## config.mk

```make
export PLATFORM = sky130hd
export DESIGN_NAME = error_status_flag_unit
export DESIGN_NICKNAME = d
export VERILOG_FILES = /design/src/include/err_flag_pkg.sv /design/src/verilog/error_status_flag_unit.sv /design/src/verilog/scan_pulse.sv
export SDC_FILE = /design/constraint.sdc
export NUM_CORES = 1
export LEC_CHECK = 0
export ABC_AREA = 1
export BUFFER_PORTS_ARGS = -buffer_cell sky130_fd_sc_hd__buf_2
export CORE_UTILIZATION = 53
export CTS_CLUSTER_DIAMETER = 30
export CTS_CLUSTER_SIZE = 20
export DETAILED_ROUTE_END_ITERATION = 7
export PLACE_DENSITY_LB_ADDON = 0.3
export SLEW_MARGIN = 20
export SYNTH_ARGS = -nofsm -noshare
export SYNTH_HDL_FRONTEND = slang
export SYNTH_HIERARCHICAL = 1
export SYNTH_SLANG_ARGS = --single-unit
```

## constraint.sdc

```tcl
create_clock -name mclk -period 1.2 [get_ports mclk]
set_input_delay 0.12 -clock mclk [delete_from_list [all_inputs] [get_ports mclk]]
set_output_delay 0.12 -clock mclk [all_outputs]
set_load 0.01 [all_outputs]
```

## src/include/err_flag_pkg.sv

```systemverilog
`default_nettype none
package err_flag_pkg;
  // data word width of the captured words
  localparam int WORD_W      = 16;
  localparam int CODE_W      = 16;
  localparam int SLOT_W      = 16;
  localparam int ADDR_W      = 16;
  localparam logic [15:0] WORD_ZERO = 16'h0000;
  localparam logic        FLAG_OFF  = 1'b0;
  localparam logic        FLAG_ON   = 1'b1;
  // flag bit positions inside the packed flag word
  localparam int POS_SELF_DIAG  = 0;
  localparam int POS_UNUSED     = 1;
  localparam int POS_IO_UNIT    = 2;
  localparam int POS_INTEL      = 3;
  localparam int POS_IO_VERIFY  = 4;
  localparam int POS_BATT_PULSE = 5;
  localparam int POS_BATT_LATCH = 6;
  localparam int POS_OP_LATCH   = 7;
  localparam int POS_OP_PULSE   = 8;
  localparam int FLAG_COUNT     = 9;
endpackage
`default_nettype wire

```

## src/verilog/error_status_flag_unit.sv

```systemverilog
`timescale 1ns/10ps
`default_nettype none
module error_status_flag_unit #(
  parameter int CODE_W = err_flag_pkg::CODE_W,
  parameter int SLOT_W = err_flag_pkg::SLOT_W,
  parameter int ADDR_W = err_flag_pkg::ADDR_W
) (
  input  wire logic              mclk,
  input  wire logic              arst_n,
  input  wire logic              scan_start,
  input  wire logic              init_req,
  input  wire logic              self_diag_fault,
  input  wire logic [CODE_W-1:0] self_diag_code,
  input  wire logic              io_unit_fault,
  input  wire logic [SLOT_W-1:0] io_unit_slot_low,
  input  wire logic [SLOT_W-1:0] io_unit_slot_high,
  input  wire logic              intel_unit_fault,
  input  wire logic [SLOT_W-1:0] intel_unit_slot_low,
  input  wire logic [SLOT_W-1:0] intel_unit_slot_high,
  input  wire logic              io_verify_mismatch,
  input  wire logic [SLOT_W-1:0] verify_slot_low,
  input  wire logic [SLOT_W-1:0] verify_slot_high,
  input  wire logic              battery_fault,
  input  wire logic              op_error,
  input  wire logic [ADDR_W-1:0] op_error_address,
  output logic                   self_diag_error_flag,
  output logic [CODE_W-1:0]      self_diag_code_word,
  output logic                   unused_flag_slot,
  output logic                   io_unit_error_flag,
  output logic [SLOT_W-1:0]      io_error_slot_low,
  output logic [SLOT_W-1:0]      io_error_slot_high,
  output logic                   intelligent_unit_error_flag,
  output logic [SLOT_W-1:0]      intel_error_slot_low,
  output logic [SLOT_W-1:0]      intel_error_slot_high,
  output logic                   io_verify_error_flag,
  output logic [SLOT_W-1:0]      verify_error_slot_low,
  output logic [SLOT_W-1:0]      verify_error_slot_high,
  output logic                   battery_error_pulse_flag,
  output logic                   battery_error_latch_flag,
  output logic                   op_error_latch_flag,
  output logic [ADDR_W-1:0]      first_op_error_address,
  output logic                   op_error_pulse_flag,
  output logic [ADDR_W-1:0]      latest_op_error_address
);
  // fault inputs arrive from outside the clock domain
  localparam int SYNC_N     = 6;
  localparam int SLOT_WORDS = 6;
  localparam int DATA_W     = CODE_W + SLOT_WORDS * SLOT_W + ADDR_W;
  logic [SYNC_N-1:0] sync_a;
  logic [SYNC_N-1:0] sync_b;
  logic [SYNC_N-1:0] raw_in;
  logic [SYNC_N-1:0] sync_prev;
  logic [SYNC_N-1:0] rise;
  logic              init_a;
  logic              init_b;
  logic              init_prev;
  logic              init_rise;
  logic [DATA_W-1:0] data_raw;
  logic [DATA_W-1:0] data_a;
  logic [DATA_W-1:0] data_b;
  logic [CODE_W-1:0] code_s;
  logic [SLOT_W-1:0] io_low_s;
  logic [SLOT_W-1:0] io_high_s;
  logic [SLOT_W-1:0] intel_low_s;
  logic [SLOT_W-1:0] intel_high_s;
  logic [SLOT_W-1:0] verify_low_s;
  logic [SLOT_W-1:0] verify_high_s;
  logic [ADDR_W-1:0] addr_s;

  assign raw_in = {op_error, battery_fault, io_verify_mismatch,
                   intel_unit_fault, io_unit_fault, self_diag_fault};

  // data words take the same two stages so they line up with the event
  assign data_raw = {op_error_address, verify_slot_high, verify_slot_low,
                     intel_unit_slot_high, intel_unit_slot_low,
                     io_unit_slot_high, io_unit_slot_low, self_diag_code};

  always_ff @(posedge mclk or negedge arst_n) begin
    if (!arst_n) begin
      data_a <= '0;
      data_b <= '0;
    end else begin
      data_a <= data_raw;
      data_b <= data_a;
    end
  end

  assign {addr_s, verify_high_s, verify_low_s, intel_high_s, intel_low_s,
          io_high_s, io_low_s, code_s} = data_b;

  always_ff @(posedge mclk or negedge arst_n) begin
    if (!arst_n) begin
      sync_a    <= '0;
      sync_b    <= '0;
      sync_prev <= '0;
      init_a    <= 1'b0;
      init_b    <= 1'b0;
      init_prev <= 1'b0;
    end else begin
      sync_a    <= raw_in;
      sync_b    <= sync_a;
      sync_prev <= sync_b;
      init_a    <= init_req;
      init_b    <= init_a;
      init_prev <= init_b;
    end
  end

  assign rise      = sync_b & ~sync_prev;
  assign init_rise = init_b & ~init_prev;

  logic self_ev;
  logic io_ev;
  logic intel_ev;
  logic verify_ev;
  logic batt_ev;
  logic op_ev;
  assign self_ev   = rise[0];
  assign io_ev     = rise[1];
  assign intel_ev  = rise[2];
  assign verify_ev = rise[3];
  assign batt_ev   = rise[4];
  assign op_ev     = rise[5];

  // level flags follow the synchronised fault condition
  always_ff @(posedge mclk or negedge arst_n) begin
    if (!arst_n) begin
      self_diag_error_flag        <= err_flag_pkg::FLAG_OFF;
      io_unit_error_flag          <= err_flag_pkg::FLAG_OFF;
      intelligent_unit_error_flag <= err_flag_pkg::FLAG_OFF;
      io_verify_error_flag        <= err_flag_pkg::FLAG_OFF;
    end else begin
      self_diag_error_flag        <= sync_b[0];
      io_unit_error_flag          <= sync_b[1];
      intelligent_unit_error_flag <= sync_b[2];
      io_verify_error_flag        <= sync_b[3];
    end
  end

  // data words are sampled with the event; sources hold them steady
  always_ff @(posedge mclk or negedge arst_n) begin
    if (!arst_n) begin
      self_diag_code_word <= CODE_W'(err_flag_pkg::WORD_ZERO);
    end else if (self_ev) begin
      self_diag_code_word <= code_s;
    end
  end

  always_ff @(posedge mclk or negedge arst_n) begin
    if (!arst_n) begin
      io_error_slot_low  <= SLOT_W'(err_flag_pkg::WORD_ZERO);
      io_error_slot_high <= SLOT_W'(err_flag_pkg::WORD_ZERO);
    end else if (io_ev) begin
      io_error_slot_low  <= io_low_s;
      io_error_slot_high <= io_high_s;
    end
  end

  always_ff @(posedge mclk or negedge arst_n) begin
    if (!arst_n) begin
      intel_error_slot_low  <= SLOT_W'(err_flag_pkg::WORD_ZERO);
      intel_error_slot_high <= SLOT_W'(err_flag_pkg::WORD_ZERO);
    end else if (intel_ev) begin
      intel_error_slot_low  <= intel_low_s;
      intel_error_slot_high <= intel_high_s;
    end
  end

  always_ff @(posedge mclk or negedge arst_n) begin
    if (!arst_n) begin
      verify_error_slot_low  <= SLOT_W'(err_flag_pkg::WORD_ZERO);
      verify_error_slot_high <= SLOT_W'(err_flag_pkg::WORD_ZERO);
    end else if (verify_ev) begin
      verify_error_slot_low  <= verify_low_s;
      verify_error_slot_high <= verify_high_s;
    end
  end

  // battery hold flag: set wins over an init in the same cycle
  always_ff @(posedge mclk or negedge arst_n) begin
    if (!arst_n) begin
      battery_error_latch_flag <= err_flag_pkg::FLAG_OFF;
    end else if (batt_ev) begin
      battery_error_latch_flag <= err_flag_pkg::FLAG_ON;
    end else if (init_rise && !sync_b[4]) begin
      battery_error_latch_flag <= err_flag_pkg::FLAG_OFF;
    end
  end

  // operation error hold flag and first address
  always_ff @(posedge mclk or negedge arst_n) begin
    if (!arst_n) begin
      op_error_latch_flag    <= err_flag_pkg::FLAG_OFF;
      first_op_error_address <= ADDR_W'(err_flag_pkg::WORD_ZERO);
    end else if (op_ev) begin
      op_error_latch_flag <= err_flag_pkg::FLAG_ON;
      if (!op_error_latch_flag) begin
        first_op_error_address <= addr_s;
      end
    end else if (init_rise) begin
      op_error_latch_flag <= err_flag_pkg::FLAG_OFF;
    end
  end

  always_ff @(posedge mclk or negedge arst_n) begin
    if (!arst_n) begin
      latest_op_error_address <= ADDR_W'(err_flag_pkg::WORD_ZERO);
    end else if (op_ev) begin
      latest_op_error_address <= addr_s;
    end
  end

  // one-scan pulse flags
  scan_pulse u_batt_pulse (
    .mclk       (mclk),
    .arst_n     (arst_n),
    .event_in   (batt_ev),
    .scan_start (scan_start),
    .pulse      (battery_error_pulse_flag)
  );

  scan_pulse u_op_pulse (
    .mclk       (mclk),
    .arst_n     (arst_n),
    .event_in   (op_ev),
    .scan_start (scan_start),
    .pulse      (op_error_pulse_flag)
  );

  assign unused_flag_slot = err_flag_pkg::FLAG_OFF;
endmodule
`default_nettype wire

```

## src/verilog/scan_pulse.sv

```systemverilog
`timescale 1ns/10ps
`default_nettype none
// holds an event until the next scan boundary, then shows it for one scan
module scan_pulse (
  input  wire logic mclk,
  input  wire logic arst_n,
  input  wire logic event_in,
  input  wire logic scan_start,
  output logic      pulse
);
  logic pending;

  always_ff @(posedge mclk or negedge arst_n) begin
    if (!arst_n) begin
      pending <= err_flag_pkg::FLAG_OFF;
    end else if (scan_start) begin
      pending <= event_in;
    end else if (event_in) begin
      pending <= err_flag_pkg::FLAG_ON;
    end
  end

  always_ff @(posedge mclk or negedge arst_n) begin
    if (!arst_n) begin
      pulse <= err_flag_pkg::FLAG_OFF;
    end else if (scan_start) begin
      pulse <= pending;
    end
  end
endmodule
`default_nettype wire

```

* Word level (Yosys, flattened, before mapping)
Cells that the tools add are included.
** Operators by class
- $lt $le $gt $ge :: 0
- Eq/ne operators :: 0
- Shifts and indexed selects :: 0
- Reductions and logical operators :: 7
- Div/mod/pow operators :: 0
- Multipliers :: 0
- Muxes and demuxes :: 8
- Bitwise operators :: 5
- Add/subtract/negate cells :: 0
** Operators with widths (count)
- $mux 1 :: 8
- $reduce_bool 2->1 :: 4
- $and 6x6->6 :: 1
- $not 6->6 :: 1
- $not 1->1 :: 2
- $reduce_and 2->1 :: 1
- $and 1x1->1 :: 1
- $logic_and 1x1->1 :: 1
- $logic_not 1->1 :: 1
** Word-level totals
- Bits in writable memories :: 0
- Output and inout bits :: 153
- Register bits :: 431
- Input port bits :: 138
- Memories kept :: 0
- Logic and storage cells :: 47
- Memory bits (read-only) :: 0
- Latch bits :: 0

* Longest topological paths before layout
- Word-level depth :: 5
- Gate-level depth with buffers :: 6
- Depth with buffers taken out :: 5

* By module
The synthesis kept the hierarchy.
** Modules (own cells, without submodules)
- error_status_flag_unit :: area an instance 12797.3 um^2, seq. area each 10585.2 um^2, cells an instance 921, times used 1
- scan_pulse :: area an instance 76.3 um^2, seq. area each 50.0 um^2, cells an instance 9, times used 2

* Worst setup path after synthesis
Ideal clock, no wire load.
- Path type :: register to register
- From :: reg op_error_latch_flag
- To :: reg first_op_error_address[10]
- Arrival :: 0.878 ns
- Cell stages (with the launch flop) :: 6
- Clock period less this slack :: 0.995 ns
- Buffers on the path :: 1
- Setup time :: 0.117 ns
- Setup slack :: 0.205 ns
- Data required time :: 1.083 ns
- Cell sequence :: dfrtp_1 -> inv_2 -> nand3_4 -> buf_6 -> nand2_1 -> nand2_1
** Between the ends
- Longest elaborated chain between the ends :: 2
** RTL lines
- start: declaration :: RTL line error_status_flag_unit.sv:40 : output logic op_error_latch_flag,
- start signal: assignment :: RTL line error_status_flag_unit.sv:193 : op_error_latch_flag <= err_flag_pkg::FLAG_OFF;
- start signal: assignment :: RTL line error_status_flag_unit.sv:196 : op_error_latch_flag <= err_flag_pkg::FLAG_ON;
- start signal: assignment :: RTL line error_status_flag_unit.sv:201 : op_error_latch_flag <= err_flag_pkg::FLAG_OFF;
- $not 1->1 (no source line)
- $reduce_and 2->1 (no source line)
- end signal: assignment :: RTL line error_status_flag_unit.sv:194 : first_op_error_address <= ADDR_W'(err_flag_pkg::WORD_ZERO);
- end signal: assignment :: RTL line error_status_flag_unit.sv:198 : first_op_error_address <= addr_s;
- end: declaration :: RTL line error_status_flag_unit.sv:41 : output logic [ADDR_W-1:0] first_op_error_address,
Every way passes these cells.
A chain may end at the register's enable or synchronous reset.

* Worst setup path in the final report
- From :: reg sync_prev[1]
- To :: reg io_error_slot_low[0]
** Between the ends
- Longest elaborated chain between the ends :: 2
** RTL lines
- start: declaration :: RTL line error_status_flag_unit.sv:52 : logic [SYNC_N-1:0] sync_prev;
- start signal: assignment :: RTL line error_status_flag_unit.sv:102 : sync_prev <= sync_b;
- $not 6->6 :: RTL line error_status_flag_unit.sv:109 : assign rise = sync_b & ~sync_prev;
- $and 6x6->6 :: RTL line error_status_flag_unit.sv:109
- end signal: assignment :: RTL line error_status_flag_unit.sv:151 : io_error_slot_low <= SLOT_W'(err_flag_pkg::WORD_ZERO);
- end signal: assignment :: RTL line error_status_flag_unit.sv:154 : io_error_slot_low <= io_low_s;
- end: declaration :: RTL line error_status_flag_unit.sv:30 : output logic [SLOT_W-1:0] io_error_slot_low,
Every way passes these cells.

==> summary.txt <==
Status
  – Status: finished, violations left
  – Failing checks: negative setup slack

STA
  – Setup violations, final: 41
  – Slew Limit Fails: 0
  – Setup TNS: -0.435 ns
  – Fmax: 0.810 GHz
  – Layout Skew: 0.0234 ns
  – RSZ-0062 raised after global routing: true
  – Hold Fails Final Rpt: 0
  – Tmin final: 1.23 ns
  – PnR worst setup slack: -0.0344 ns
  – Ratio of final minimum period to clock period: 103%

Yosys
  – Syn avg cell area: 13.8 sq um
  – Syn_nets: 1,077
  – Cell variety after synth: 18
  – Area of the mapped netlist: 12,900 sq um
  – Async set or reset register ratio after synthesis: 100%
  – Synth top area share: 82.5%
  – Post-synth EDFFs: 0
  – Sequential-to-total area share from yosys stat: 82.5%
  – Synth Flop Type: dfrtp_1
  – Synth Register Bits: 427
  – Most frequent cell after synthesis: dfrtp_1
  – YS warnings: 6
  – Top cells by area, synth: dfrtp_1 (83%), nand2_1 (9.2%), nand3_1 (4.4%)
  – Mapped Cells: 939
  – Synth area leader: dfrtp_1
  – Most frequent cells after synthesis: dfrtp_1 (427), nand2_1 (317), nand3_1 (113)

Place
  – Final RePlAce weighted congestion: 0.827
  – HPWL after DPL: 17.0 mm
  – I/O Buffers: 289

Flow run
  – Max-cap viol count: 0

Final layout
  – Area delta synth->final: 54.8%
  – Layout cell share with drive strength beyond 1: 35.9%
  – Filler cells: 1,061
  – FF+latch area: 10,700 sq um
  – Net count, final: 1,677
  – Final core utilization: 84.6%
  – Multi-input logic area: 1960 sq um

Routing
  – Routed Wire Length: 39.2 mm
  – Drt first pass iters: 5
  – Via/cell ratio: 5.08
  – Post-route DRC: 0
  – Vias: 9,743
  – Final ANT Viol Nets: 0
  – WL per Instance: 20.4 microns
  – Drt first-iter violations: 845

Floorplanning
  – Die height: 158 microns
  – I/O pin cnt: 291
  – Rows: 56
  – Initial core utilization: 54.7%
  – Die Footprint: 25,100 sq um
  – Core area: 23,700 sq um
  – DIE WIDTH: 158 microns

GRT
  – Vias in the first global route: 10.2k
  – Pin count of the biggest net entering global routing: 71
  – Total Routing Usage GR: 28.2%
  – Global-route wire length before repair: 52.4 mm
  – Initial antenna violation count: 4
  – GRT overflow: 0

Power and ir drop
  – Leakage power: 10.3 nW
  – Worst vdd ir: 1920 uV
  – Power Dens Cells: 2040 nW/um^2
  – Switching Fraction: 25.4%
  – Seq pwr share: 39.8%
  – Combinational Power Share: 10.9%
  – Cell Int Power: 30.5 mW
  – Clock share of power: 49.4%
  – Sw power: 10.4 mW

Min path
  – Hold Path Class: in2async

Critical path
  – Critical path class: reg2reg
  – Max stage delay cell, worst path: dfrtp_1
  – Worst Path Required: 1.63 ns
  – Worst EP arrival: 1.66 ns
  – Max FO, Critical Path: 32
  – CP most frequent cell: nand2_1
  – Crit path launch type: flop
  – Critical path cell sequence: buf_4, inv_4, nand2_2, buf_12, nand2_1, nand2_1
  – Worst setup EP type: flop
  – Max stage delay on crit path: 0.40 ns

Clocking
  – Total CTS buffers: 69
  – H-tree levels: 3
  – CTS root buffer: clkbuf_16
  – Clock Latency Late Sink: 0.55 ns
  – Worst-path clk slew: 0.06 ns
  – CTS tree: done
  – Max Buffers Root-to-Sink: 3
  – CTS sink cnt: 427
## cell usage in the layout (no fill, tap or decap), drive strengths merged
| cell | n |
|---|---|
| dlygate4sd3 | 137 |
| nand3 | 115 |
| nand2 | 322 |
| clkbuf | 81 |
| o21ai | 1 |
| diode | 5 |
| inv | 32 |
| buf | 433 |
| nand4 | 16 |
| conb | 1 |
| clkinvlp | 4 |
| bufinv | 5 |
| clkinv | 19 |
| dfrtp | 427 |
| nor2 | 1 |
## state kept, by name, indices dropped and copies added (netlist names), 6 cells and up
signal / flops
intel_error_slot_high: 16
verify_error_slot_low: 16
intel_error_slot_low: 16
data_a: 128
io_error_slot_high: 16
sync_prev: 6
latest_op_error_address: 16
sync_b: 6
data_b: 128
self_diag_code_word: 16
sync_a: 6
first_op_error_address: 16
verify_error_slot_high: 16
io_error_slot_low: 16
## timing repair
item / CTS / global route
endpoints found under the setup margin: 93 / 211
hold buffers: 137 / 0
gates cloned: 0 / 1
setup buffers: 43 / 66
endpoints found under the hold margin: 566 / 0
gates resized for setup: 45 / 50
pin swaps: 0 / 1
## area by class of cell
type | count | area share (%)
antenna | 5 | 0.0624
multi-input combinational | 456 | 9.77
clock inverter | 45 | 2.51
inverter | 15 | 0.356
timing repair buffer | 570 | 22.5
tap | 319 | 1.99
sequential | 427 | 53.3
clock buffer | 81 | 9.46
## cell families after synthesis
logic type | count (synthesis) | synth area share, %
and+or+nand+nor | 453 | 14.8
AOI/OAI and AO/OA | 1 | 0.0386
other | 1 | 0.0290
DFF | 427 | 82.5
buffers and inverters | 57 | 2.58
## power groups by stage
stage,Clock (mW),Sequential (mW),Combinational [mW]
after floorplan,0,16.6,0.830
after global placement,0,16.3,2.67
after detailed placement,0,16.3,2.75
after CTS,20.0,16.1,3.61
after global routing,21.1,16.4,4.79
final,20.2,16.3,4.46
## worst paths after layout
kind / start / endpoint / cells after the start / slack (ns)
max: sync_prev[1] / io_error_slot_low[0] / 6 / -0.03
max in group asynchronous: arst_n / data_a[11] / 4 / 0.46
min reg2reg: sync_a[2] / sync_b[2] / 0 / 0.32
max reg2reg: sync_prev[1] / io_error_slot_low[0] / 6 / -0.03
min in group mclk: op_error_address[12] / data_a[124] / 2 / 0.21
min: arst_n / data_a[18] / 2 / 0.01
## metal layers
layer | up-vias | GRT usage (%) | routed length (microns) | share of wire [%]
met4 | 0 | 13.9 | 1630 | 4.2
met1 | 4921 | 29.9 | 13300 | 34
li1 | 4209 | - | - | -
met5 | - | 0 | 0 | 0
met3 | 127 | 7.08 | 2660 | 6.8
met2 | 486 | 52.0 | 21500 | 55
## critical path: cells and delay by family (launching register included)
kind	cells	cell delay, ns
flip-flops	1	0.40
buffers and inverters	3	0.39
AND/OR/NAND/NOR	3	0.31
## stage by stage
stage | cell area [sq um] | worst slack (ns) | std cells | power (mW) | hold slack [ns]
final | 20000 | -0.0344 | 1918 | 41.0 | 0.0131
after global routing | 20000 | -0.0649 | 1916 | 42.3 | 0.0192
after CTS | 19300 | -0.0401 | 1846 | 39.8 | 0.00589
after detailed placement | 15000 | 0.178 | 1540 | 19.1 | -0.0137
after global placement | 15000 | 0.190 | 1540 | 19.0 | -0.0128
after floorplan | 12900 | 0.205 | 939 | 17.4 | -0.176
(Power assumes the default switching activity.)
